--- config.mk ---
export PLATFORM = sky130hd
export DESIGN_NAME = bew_engine_regs
export DESIGN_NICKNAME = d
export VERILOG_FILES = /design/src/hdl/bew_pkg.sv /design/src/hdl/bew_engine_regs.sv
export SDC_FILE = /design/constraint.sdc
export NUM_CORES = 1
export LEC_CHECK = 0
export ABC_AREA = 0
export BUFFER_PORTS_ARGS = -buffer_cell sky130_fd_sc_hd__buf_4
export CAP_MARGIN = 20
export CORE_UTILIZATION = 60
export CTS_CLUSTER_DIAMETER = 200
export DETAILED_ROUTE_END_ITERATION = 7
export PLACE_DENSITY = 0.87
export RECOVER_POWER = 100
export SLEW_MARGIN = 0
export SYNTH_ARGS = -nofsm -noshare
export SYNTH_HDL_FRONTEND = slang
export SYNTH_SLANG_ARGS = --single-unit
--- constraint.sdc ---
create_clock -name clk_sys -period 10 [get_ports clk_sys]
set_clock_uncertainty 0.05 [all_clocks]
set_input_delay 2 -clock clk_sys [delete_from_list [all_inputs] [get_ports clk_sys]]
set_output_delay 2 -clock clk_sys [all_outputs]
set_load 0.01 [all_outputs]
--- src/hdl/bew_pkg.sv ---
package bew_pkg;

	// ----------------------------------------
	// Register offsets
	// ----------------------------------------
	localparam logic [7:0] OFS_SETUP_PAT = 8'h00;
	localparam logic [7:0] OFS_DEST = 8'h04;
	localparam logic [7:0] OFS_SRC_PITCH = 8'h08;
	localparam logic [7:0] OFS_SRC = 8'h0C;
	localparam logic [7:0] OFS_ROP = 8'h10;
	localparam logic [7:0] OFS_CMD = 8'h14;
	localparam logic [7:0] OFS_PAT = 8'h18;
	localparam logic [7:0] OFS_CLIP_TOP = 8'h1C;
	localparam logic [7:0] OFS_CLIP_BOT = 8'h20;
	localparam logic [7:0] OFS_LINES = 8'h24;

	// ----------------------------------------
	// Field positions
	// ----------------------------------------
	localparam int ADDR_MSB = 28;
	localparam int PAT_LSB = 6;
	localparam int ROP_SOLID_BIT = 31;
	localparam int ROP_CLIP_BIT = 30;
	localparam int ROP_CODE_LSB = 16;
	localparam int ROP_DEPTH_LSB = 24;
	localparam int CMD_MONO_PAT_BIT = 4;
	localparam int CMD_COORD_BIT = 5;
	localparam int CMD_TILED_SRC_BIT = 6;
	localparam int CMD_TILED_DST_BIT = 7;

	// ----------------------------------------
	// Commands, sizes, reset values
	// ----------------------------------------
	localparam logic [2:0] CMD_SETUP = 3'h0;
	localparam logic [2:0] CMD_LINE = 3'h1;
	localparam logic [2:0] CMD_PIXEL = 3'h2;
	localparam logic [2:0] CMD_GLYPH = 3'h3;
	localparam logic [2:0] CMD_FILL = 3'h4;
	localparam logic [2:0] CMD_COPY = 3'h5;
	localparam logic [8:0] PAT_BYTES_8 = 9'h040;
	localparam logic [8:0] PAT_BYTES_16 = 9'h080;
	localparam logic [8:0] PAT_BYTES_32 = 9'h100;
	localparam logic [31:0] RST_WORD = 32'h0000_0000;
	localparam logic [12:0] RST_LINES = 13'h0000;

	typedef struct packed {
		logic [28:0] addr;
		logic [8:0] bytes;
	} bew_pat_t;

	typedef struct packed {
		logic [28:0] dst;
		logic [28:0] src;
		logic [2:0] firstByte;
		logic writeEn;
	} bew_line_t;

endpackage

--- src/hdl/bew_engine_regs.sv ---
// Our own choices: the address map and strobed register access.
`timescale 1ns/1ps
// Function
// - Setup pattern address holds bits 28:6.
// - Setup pattern address only for line drawing.
// - Pattern is 8x8 pixels, size follows depth.
// - Monochrome pattern comes with command, no fetch.
// - Setup pattern bits 5:0 read zero.
// - Destination address is working, engine updates it.
// - Destination write starts the engine, except with the setup command.
// - Line, pixel, glyph lines checked against clip.
// - Fill and copy start at destination byte.
// - Source pitch signed 16 bits, in bytes.
// - Tiled coordinate source pitch counts doublewords.
// - Copy adds source pitch after each line except the last.
// - Pitch register upper half reads debug status.
// - Source address 29 bits, low three first byte.
// - Copy reads from source address first.
// - Solid select on mono: background pattern operand.
// - Solid select clear: normal pattern operand.
// - Solid select ignored for colour patterns.
// - Raster operation code in bits 23:16.
// - Bit 30 enables clipping.
module bew_engine_regs
	import bew_pkg::*;
(
	input wire logic clk_sys,
	input wire logic rst,
	input wire logic [7:0] addr,
	input wire logic [31:0] wrData,
	input wire logic wrEn,
	input wire logic rdEn,
	output logic [31:0] rdData,
	input wire logic patAck,
	input wire logic lineAck,
	output logic patReq,
	output bew_pat_t patCmd,
	output logic lineReq,
	output bew_line_t lineCmd,
	output logic patUseBg,
	output logic [7:0] ropCode,
	output logic busy
);

	// ----------------------------------------
	// Helpers
	// ----------------------------------------
	function automatic logic [28:0] pitchStep(input logic [15:0] p, input logic dw);
		pitchStep = dw ? {{11{p[15]}}, p, 2'b00} : {{13{p[15]}}, p};
	endfunction

	function automatic logic [8:0] patBytes(input logic [1:0] depth);
		case (depth)
			2'b00: patBytes = PAT_BYTES_8;
			2'b11: patBytes = PAT_BYTES_32;
			default: patBytes = PAT_BYTES_16;
		endcase
	endfunction

	typedef enum logic [2:0] {ST_IDLE, ST_PAT, ST_ISSUE, ST_LINE, ST_STEP} bew_state_t;

	// ----------------------------------------
	// Registers
	// ----------------------------------------
	logic [ADDR_MSB:PAT_LSB] setupPat;
	logic [ADDR_MSB:PAT_LSB] patAddr;
	logic [ADDR_MSB:0] destAddr;
	logic [ADDR_MSB:0] srcAddr;
	logic [ADDR_MSB:0] clipTop;
	logic [ADDR_MSB:0] clipBot;
	logic [15:0] srcPitch;
	logic [31:0] ropCtrl;
	logic [7:0] cmdCfg;
	logic [12:0] lineCount;
	logic [12:0] remaining;
	logic lastClipped;
	bew_state_t state;
	bew_state_t next_state;

	// ----------------------------------------
	// Decode
	// ----------------------------------------
	wire logic [2:0] cmdType = cmdCfg[2:0];
	wire logic monoPat = cmdCfg[CMD_MONO_PAT_BIT];
	wire logic coordBlit = cmdCfg[CMD_COORD_BIT];
	wire logic tiledSrc = cmdCfg[CMD_TILED_SRC_BIT];
	wire logic tiledDst = cmdCfg[CMD_TILED_DST_BIT];
	wire logic solidSel = ropCtrl[ROP_SOLID_BIT];
	wire logic clipEn = ropCtrl[ROP_CLIP_BIT];
	wire logic [1:0] depth = ropCtrl[ROP_DEPTH_LSB +: 2];
	// Bus writes are locked out while the engine owns its working registers
	wire logic wrOk = wrEn && !busy;
	wire logic destHit = wrOk && (addr == OFS_DEST);
	wire logic startHit = destHit && (cmdType != CMD_SETUP);
	// Mono patterns ride in the command, pixel draws use a solid colour
	wire logic needFetch = !monoPat && (cmdType != CMD_PIXEL);
	wire logic clipCmd = (cmdType == CMD_LINE) || (cmdType == CMD_PIXEL) || (cmdType == CMD_GLYPH);
	wire logic multiLine = (cmdType == CMD_FILL) || (cmdType == CMD_COPY) || (cmdType == CMD_GLYPH);
	wire logic colourSrc = (cmdType == CMD_COPY);
	wire logic inClip = (destAddr >= clipTop) && (destAddr <= clipBot);
	wire logic lineWrite = !(clipEn && clipCmd) || inClip;
	wire logic [ADDR_MSB:0] patBase = (cmdType == CMD_LINE) ? {setupPat, 6'h00} : {patAddr, 6'h00};
	wire logic [28:0] srcStep = pitchStep(srcPitch, coordBlit && tiledSrc);
	wire logic [28:0] dstStep = pitchStep(ropCtrl[15:0], coordBlit && tiledDst);
	wire logic [12:0] startLines = (!multiLine || lineCount == RST_LINES) ? 13'h0001 : lineCount;
	wire logic lastLine = (remaining == 13'h0001);
	wire logic [15:0] engineStatus = {busy, lastClipped, 1'b0, remaining};

	wire logic [31:0] readWord =
		(addr == OFS_SETUP_PAT) ? {3'h0, setupPat, 6'h00} :
		(addr == OFS_DEST) ? {3'h0, destAddr} :
		(addr == OFS_SRC_PITCH) ? {engineStatus, srcPitch} :
		(addr == OFS_SRC) ? {3'h0, srcAddr} :
		(addr == OFS_ROP) ? ropCtrl :
		(addr == OFS_CMD) ? {24'h000000, cmdCfg} :
		(addr == OFS_PAT) ? {3'h0, patAddr, 6'h00} :
		(addr == OFS_CLIP_TOP) ? {3'h0, clipTop} :
		(addr == OFS_CLIP_BOT) ? {3'h0, clipBot} :
		(addr == OFS_LINES) ? {19'h00000, lineCount} :
		RST_WORD;

	// ----------------------------------------
	// Sequencer
	// ----------------------------------------
	always_comb begin
		next_state = state;
		case (state)
			ST_IDLE: begin
				if (startHit) begin
					next_state = needFetch ? ST_PAT : ST_ISSUE;
				end
			end
			ST_PAT: begin
				if (patAck) begin
					next_state = ST_ISSUE;
				end
			end
			ST_ISSUE: next_state = ST_LINE;
			ST_LINE: begin
				if (lineAck) begin
					next_state = ST_STEP;
				end
			end
			ST_STEP: next_state = lastLine ? ST_IDLE : ST_ISSUE;
			default: next_state = ST_IDLE;
		endcase
	end

	always_ff @(posedge clk_sys) begin
		if (rst) begin
			state <= ST_IDLE;
			busy <= 1'b0;
		end else begin
			state <= next_state;
			busy <= (next_state != ST_IDLE);
		end
	end

	// ----------------------------------------
	// Software registers
	// ----------------------------------------
	always_ff @(posedge clk_sys) begin
		if (rst) begin
			setupPat <= RST_WORD[ADDR_MSB:PAT_LSB];
			patAddr <= RST_WORD[ADDR_MSB:PAT_LSB];
			srcPitch <= RST_WORD[15:0];
			ropCtrl <= RST_WORD;
			cmdCfg <= RST_WORD[7:0];
			clipTop <= RST_WORD[ADDR_MSB:0];
			clipBot <= RST_WORD[ADDR_MSB:0];
			lineCount <= RST_LINES;
		end else if (wrOk) begin
			case (addr)
				OFS_SETUP_PAT: setupPat <= wrData[ADDR_MSB:PAT_LSB];
				OFS_SRC_PITCH: srcPitch <= wrData[15:0];
				OFS_ROP: ropCtrl <= wrData;
				OFS_CMD: cmdCfg <= wrData[7:0];
				OFS_PAT: patAddr <= wrData[ADDR_MSB:PAT_LSB];
				OFS_CLIP_TOP: clipTop <= wrData[ADDR_MSB:0];
				OFS_CLIP_BOT: clipBot <= wrData[ADDR_MSB:0];
				OFS_LINES: lineCount <= wrData[12:0];
				default: lineCount <= lineCount;
			endcase
		end
	end

	// ----------------------------------------
	// Working addresses
	// ----------------------------------------
	always_ff @(posedge clk_sys) begin
		if (rst) begin
			destAddr <= RST_WORD[ADDR_MSB:0];
			srcAddr <= RST_WORD[ADDR_MSB:0];
		end else if (wrOk && addr == OFS_DEST) begin
			destAddr <= wrData[ADDR_MSB:0];
		end else if (wrOk && addr == OFS_SRC) begin
			srcAddr <= wrData[ADDR_MSB:0];
		end else if (state == ST_STEP && !lastLine) begin
			destAddr <= destAddr + dstStep;
			if (colourSrc) begin
				srcAddr <= srcAddr + srcStep;
			end
		end
	end

	always_ff @(posedge clk_sys) begin
		if (rst) begin
			remaining <= RST_LINES;
		end else if (startHit) begin
			remaining <= startLines;
		end else if (state == ST_STEP) begin
			remaining <= remaining - 13'h0001;
		end
	end

	// ----------------------------------------
	// Outputs
	// ----------------------------------------
	always_ff @(posedge clk_sys) begin
		if (rst) begin
			rdData <= RST_WORD;
			patReq <= 1'b0;
			patCmd <= '0;
			patUseBg <= 1'b0;
			ropCode <= RST_WORD[7:0];
		end else begin
			rdData <= rdEn ? readWord : RST_WORD;
			patReq <= startHit && needFetch;
			if (startHit) begin
				patCmd.addr <= patBase;
				patCmd.bytes <= patBytes(depth);
				// Solid select means nothing for colour patterns
				patUseBg <= monoPat && solidSel;
				ropCode <= ropCtrl[ROP_CODE_LSB +: 8];
			end
		end
	end

	// Line command stays stable until the next issue so the memory side may sample late
	always_ff @(posedge clk_sys) begin
		if (rst) begin
			lineReq <= 1'b0;
			lineCmd <= '0;
			lastClipped <= 1'b0;
		end else begin
			lineReq <= (state == ST_ISSUE);
			if (state == ST_ISSUE) begin
				lineCmd.dst <= destAddr;
				lineCmd.src <= srcAddr;
				lineCmd.firstByte <= srcAddr[2:0];
				lineCmd.writeEn <= lineWrite;
				lastClipped <= !lineWrite;
			end
		end
	end

	// ----------------------------------------
	// Checks
	// ----------------------------------------
	a_dest_start: assert property (@(posedge clk_sys) disable iff (rst)
		startHit |=> busy ##0 (ropCode == $past(ropCtrl[23:16])))
		else $error("Destination write did not start the engine");

	a_setup_low_zero: assert property (@(posedge clk_sys) disable iff (rst)
		rdEn && addr == OFS_SETUP_PAT |=> rdData[5:0] == 6'h00 && rdData[28:6] == $past(setupPat))
		else $error("Setup pattern read back wrong");

	a_addr_top_zero: assert property (@(posedge clk_sys) disable iff (rst)
		rdEn && (addr == OFS_DEST || addr == OFS_SRC) |=> rdData[31:29] == 3'h0)
		else $error("Address top bits not zero");

	a_pat_source: assert property (@(posedge clk_sys) disable iff (rst)
		patReq |-> patCmd.addr == ((cmdType == CMD_LINE) ? {setupPat, 6'h00} : {patAddr, 6'h00}))
		else $error("Wrong pattern address used");

	a_pat_size: assert property (@(posedge clk_sys) disable iff (rst)
		patReq |-> patCmd.bytes == patBytes(depth) && !monoPat)
		else $error("Pattern fetch size or kind wrong");

	a_solid_bg: assert property (@(posedge clk_sys) disable iff (rst)
		$rose(busy) |-> patUseBg == (monoPat && solidSel) && !(patReq && monoPat))
		else $error("Solid pattern select misapplied");

	a_src_step: assert property (@(posedge clk_sys) disable iff (rst)
		state == ST_STEP && !lastLine && colourSrc |=> srcAddr == $past(srcAddr) + $past(srcStep))
		else $error("Source address did not advance by pitch");

	a_clip_gate: assert property (@(posedge clk_sys) disable iff (rst)
		lineReq |-> lineCmd.writeEn == (!(clipEn && clipCmd) ||
			(lineCmd.dst >= clipTop && lineCmd.dst <= clipBot)))
		else $error("Clip decision wrong");

	a_line_issue: assert property (@(posedge clk_sys) disable iff (rst)
		state == ST_LINE && lineAck |=> state == ST_STEP ##1 (busy == !$past(lastLine)))
		else $error("Line sequencing wrong");

	a_status_read: assert property (@(posedge clk_sys) disable iff (rst)
		rdEn && addr == OFS_SRC_PITCH |=>
			rdData == {$past(busy), $past(lastClipped), 1'b0, $past(remaining), $past(srcPitch)})
		else $error("Pitch register status read wrong");

	a_dest_load: assert property (@(posedge clk_sys) disable iff (rst)
		destHit |=> destAddr == $past(wrData[ADDR_MSB:0]) && busy == ($past(cmdType) != CMD_SETUP))
		else $error("Destination write handled wrong");

	a_line_launch: assert property (@(posedge clk_sys) disable iff (rst)
		state == ST_ISSUE |=> lineReq && lineCmd.dst == $past(destAddr) && lineCmd.src == $past(srcAddr))
		else $error("Line command addresses wrong");

	a_first_byte: assert property (@(posedge clk_sys) disable iff (rst)
		lineReq |-> lineCmd.firstByte == lineCmd.src[2:0])
		else $error("First byte position wrong");

	a_dst_step: assert property (@(posedge clk_sys) disable iff (rst)
		state == ST_STEP && !lastLine && !(coordBlit && tiledDst) |=>
			destAddr == $past(destAddr) + {{13{$past(ropCtrl[15])}}, $past(ropCtrl[15:0])})
		else $error("Destination address did not advance by pitch");

	a_last_hold: assert property (@(posedge clk_sys) disable iff (rst)
		state == ST_STEP && lastLine |=> $stable(destAddr) && $stable(srcAddr) && !busy)
		else $error("Addresses moved after last line");

	a_src_hold: assert property (@(posedge clk_sys) disable iff (rst)
		state == ST_STEP && !colourSrc |=> $stable(srcAddr))
		else $error("Source address moved without colour source");

	a_pitch_dword: assert property (@(posedge clk_sys) disable iff (rst)
		state == ST_STEP && !lastLine && colourSrc && coordBlit && tiledSrc |=>
			srcAddr == $past(srcAddr) + {{11{$past(srcPitch[15])}}, $past(srcPitch), 2'b00})
		else $error("Tiled source pitch not in doublewords");

	a_pitch_bytes: assert property (@(posedge clk_sys) disable iff (rst)
		state == ST_STEP && !lastLine && colourSrc && !(coordBlit && tiledSrc) |=>
			srcAddr == $past(srcAddr) + {{13{$past(srcPitch[15])}}, $past(srcPitch)})
		else $error("Linear source pitch not in bytes");

	a_mono_skip: assert property (@(posedge clk_sys) disable iff (rst)
		startHit && monoPat |=> !patReq && state == ST_ISSUE)
		else $error("Mono pattern was fetched");

	a_colour_fetch: assert property (@(posedge clk_sys) disable iff (rst)
		startHit && !monoPat && cmdType != CMD_PIXEL |=> patReq && state == ST_PAT)
		else $error("Colour pattern not fetched");

	a_clip_off: assert property (@(posedge clk_sys) disable iff (rst)
		lineReq && !clipEn |-> lineCmd.writeEn)
		else $error("Line dropped with clipping off");

	a_colour_no_bg: assert property (@(posedge clk_sys) disable iff (rst)
		busy && !monoPat |-> !patUseBg)
		else $error("Solid select applied to colour pattern");

endmodule // bew_engine_regs

==> metrics.md <==
| Metric | Value |
|---|---|
| Endpoint, Worst Hold | `patUseBg` |
| Asr flop ratio synth | `0` |
| Setup crit start kind | `primary input` |
| Prevailing post-synth register cell | `dfxtp_1` |
| RSZ-0062 raised after global routing | `false` |
| Slew Limit Fails | `377` |
| Mean Syn Cell Area | `roughly 8 µm²` |
| Drt via density | `roughly 6.6` |
| IO Count | `between 150 and 200` |
| R2R Path End | `lastClipped` |
| Failing checks | `DRC, capacitance limit, slew limit` |
| WL per Instance | `23.52 µm` |
| Die width | `roughly 190 µm` |
| ANT nets after route | `0` |
| Clock latency on the worst-skew pair | `around 0.58 ns` |
| Fill cells | `between 2000 and 3000` |
| Hold Path Stages | `2` |
| H-tree depth | `2` |
| Cells after Synth | `between 2000 and 3000` |
| Hold crit path type | `reg2reg` |
| Peak supply drop | `between 100 and 150 µV` |
| Remaining routing DRC violations | `34` |
| Worst r2r src | `state[2]` |
| Period utilization | `0.7443` |
| Sequential area share after synthesis | `0.3713` |
| Setup WS pre-CTS | `4.451 ns` |
| Final setup margin | `~2.6 ns` |
| Reg2reg setup slack | `~4.6 ns` |
| Fin area | `approximately 23000 µm²` |
| CTS sink cnt | `377` |
| Initial Utilization | `0.6077` |
| Hold_buf cts | `0` |
| Post-CTS Setup Inserts | `0` |
| Post-synth EDFFs | `0` |
| Final Hold Vio Count | `0` |
| Site Rows | `67` |
| Post-Syn Area | `just over 20000 µm²` |
| Max-slew headroom | `-1.648` |
| Yosys reg bits | `377` |
| Critical path type | `in2reg` |
| Crit path DAT | `7.68 ns` |
| Routed WL | `between 70000 and 80000 µm` |
| Core Region | `around 33000 µm²` |
| Longest Clk Path Bufs | `3` |
| Fin Setup TNS | `0 ns` |
| Vias in the first global route | `between 15000 and 20000` |
| Reg clk slew, reported paths | `about 0.06 ns` |
| Crit. End Element | `flip-flop` |
| First-pass GRT wire length | `roughly 110000 µm` |
| Worst slew pin tran | `approximately 4.0 ns` |
| Commonest non-fill, non-tap cell in the layout | `nand2_1` |
| # resized after CTS | `0` |
| Grt total ovfl | `0` |
| Synth top area share | `0.3713` |
| NumNets Final | `2853` |
| Area growth, synth to finish | `10.95%` |
| Die span in y | `186.1 µm` |
| Iteration count of the initial detailed-routing pass | `8` |
| Static leakage | `8.394 nW` |
| Worst path required time | `10.23 ns` |
| Layout cell share with drive strength beyond 1 | `0.06942` |
| IO Port Bufs | `177` |
| Min-delay src | `patUseBg` |
| Gr usage total | `0.4241` |
| Clock root buffer | `clkbuf_16` |
| Cell Area, Placed | `21690 µm²` |
| Initial antenna violation count | `2` |
| Crit Path Max Fanout | `69` |
| Status | `finished, violations left` |
| Tmin final | `7.443 ns` |
| Unique masters post-synth | `77` |
| Fmax | `roughly 130 MHz` |
| Die footprint | `34620 µm²` |
| GPL Wtd Cong | `roughly 1.0` |
| Largest net degree at the start of global routing | `between 100 and 150` |
| Power per cell area | `143.2 nW/µm²` |
| Total CTS buffers | `40` |
| Initial DRC Count | `2813` |
| Ranking of synthesized cells by area | `dfxtp_1, nand2_1, a21oi_1` |
| Commonest non-fill, non-tap cells in the layout | `nand2_1, dfxtp_1, a21oi_1` |
| TritonCTS clock tree | `built` |
| Max-Cap Viols | `7` |
| Top cell type by total area after synthesis | `dfxtp_1` |
| Vias | `20891` |
| Setup violators final | `0` |
| Reg2reg path depth | `9` |
| DP HPWL | `51550 µm` |
| Synth warnings | `0` |
-- stage by stage --
stage | cells | power [mW] | hold slack [ns] | util
6_report | 3157 | 3.228 | 0.4011 | 0.6742
4_1_cts | 3153 | 3.207 | 0.4044 | 0.6889
5_1_grt | 3156 | 3.286 | 0.4185 | 0.6741
2_1_floorplan | 2627 | 1.626 | 0.3819 | -
3_5_place_dp | 3086 | 1.691 | 0.3962 | 0.6484
3_3_place_gp | 3084 | 1.687 | 0.3922 | 0.6470
-- routing by layer --
| layer | global-route usage | up-vias | wire (µm) |
|---|---|---|---|
| li1 | - | 9315 | - |
| met1 | 0.5017 | 9698 | 26390 |
| met2 | 0.6476 | 1434 | 32020 |
| met3 | 0.1244 | 440 | 9215 |
| met4 | 0.3216 | 4 | 6598 |
| met5 | 0 | - | 31 |
-- where the power goes --
part,internal [mW],switching [mW]
clock,0.913,0.648
combinational,0.0343,0.120
sequential,1.51,0.00675
total,2.45,0.775
-- critical path, stage by stage --
cell	delay (ns)
clkbuf_1	1.40
nor4_1	1.20
and2_0	0.21
clkbuf_1	1.23
nand2_1	1.10
nand2_1	0.38
a21oi_1	0.12
-- synth_stat cells (14+ instances only) --
library cell / number
a31oi_1: 20
o211ai_1: 14
and2_1: 14
o21ai_0: 81
a221oi_1: 23
mux2i_1: 45
a222oi_1: 30
a311oi_1: 17
nor2b_1: 18
xnor2_1: 25
dfxtp_1: 377
a21oi_1: 348
xor2_1: 20
nand2_1: 599
and3_1: 18
a211oi_1: 61
nand4_1: 18
nor3_1: 37
inv_1: 77
o21a_1: 18
buf_4: 19
ha_1: 122
nor4_1: 14
nor2_1: 160
nand3_1: 58
a21o_1: 44
clkbuf_1: 139
mux2_2: 41
-- registers in the layout (all words and copies together), names as in the netlist, 8 cells and up --
name       count
clipBot       29
clipTop       29
cmdCfg         8
destAddr      29
lineCmd       59
lineCount     13
patAddr       23
patCmd        26
rdData        32
remaining     13
ropCode        8
ropCtrl       32
setupPat      23
srcAddr       29
srcPitch      16
-- cell type report --
type                    instances  area [µm²]  area share
multi-input cells            1983       11730      0.5201
flip-flops and latches        377        7547      0.3347
clock buffers                  53        1150     0.05099
repair buffers                204        1070     0.04744
well taps                     448       560.5     0.02486
inverters                      77       289.0     0.01282
clock inverters                14       202.7    0.008988
diodes                          1       2.502   0.0001110
-- cell families after synthesis --
family | synth area share
simple gates | 0.2053
compound gates | 0.2276
flops | 0.3713
buf+inv | 0.05429
fa+ha+maj | 0.07707
mux | 0.04488
xor+xnor | 0.01939
other cells | 0.0001845
-- worst max-delay path by stage --
stage             from  slack (ns)      endpoint  cells after the start
6_report       addr[2]        2.56  setupPat[13]                      7
5_1_grt        addr[2]        2.50  remaining[3]                     11
4_1_cts        addr[2]        5.01  remaining[3]                     11
3_5_place_dp   addr[2]        4.45  remaining[3]                     11
3_3_place_gp   addr[2]        4.52  remaining[3]                     11
2_1_floorplan  addr[7]        6.13   srcAddr[25]                     10
(Power assumes the default switching activity.)
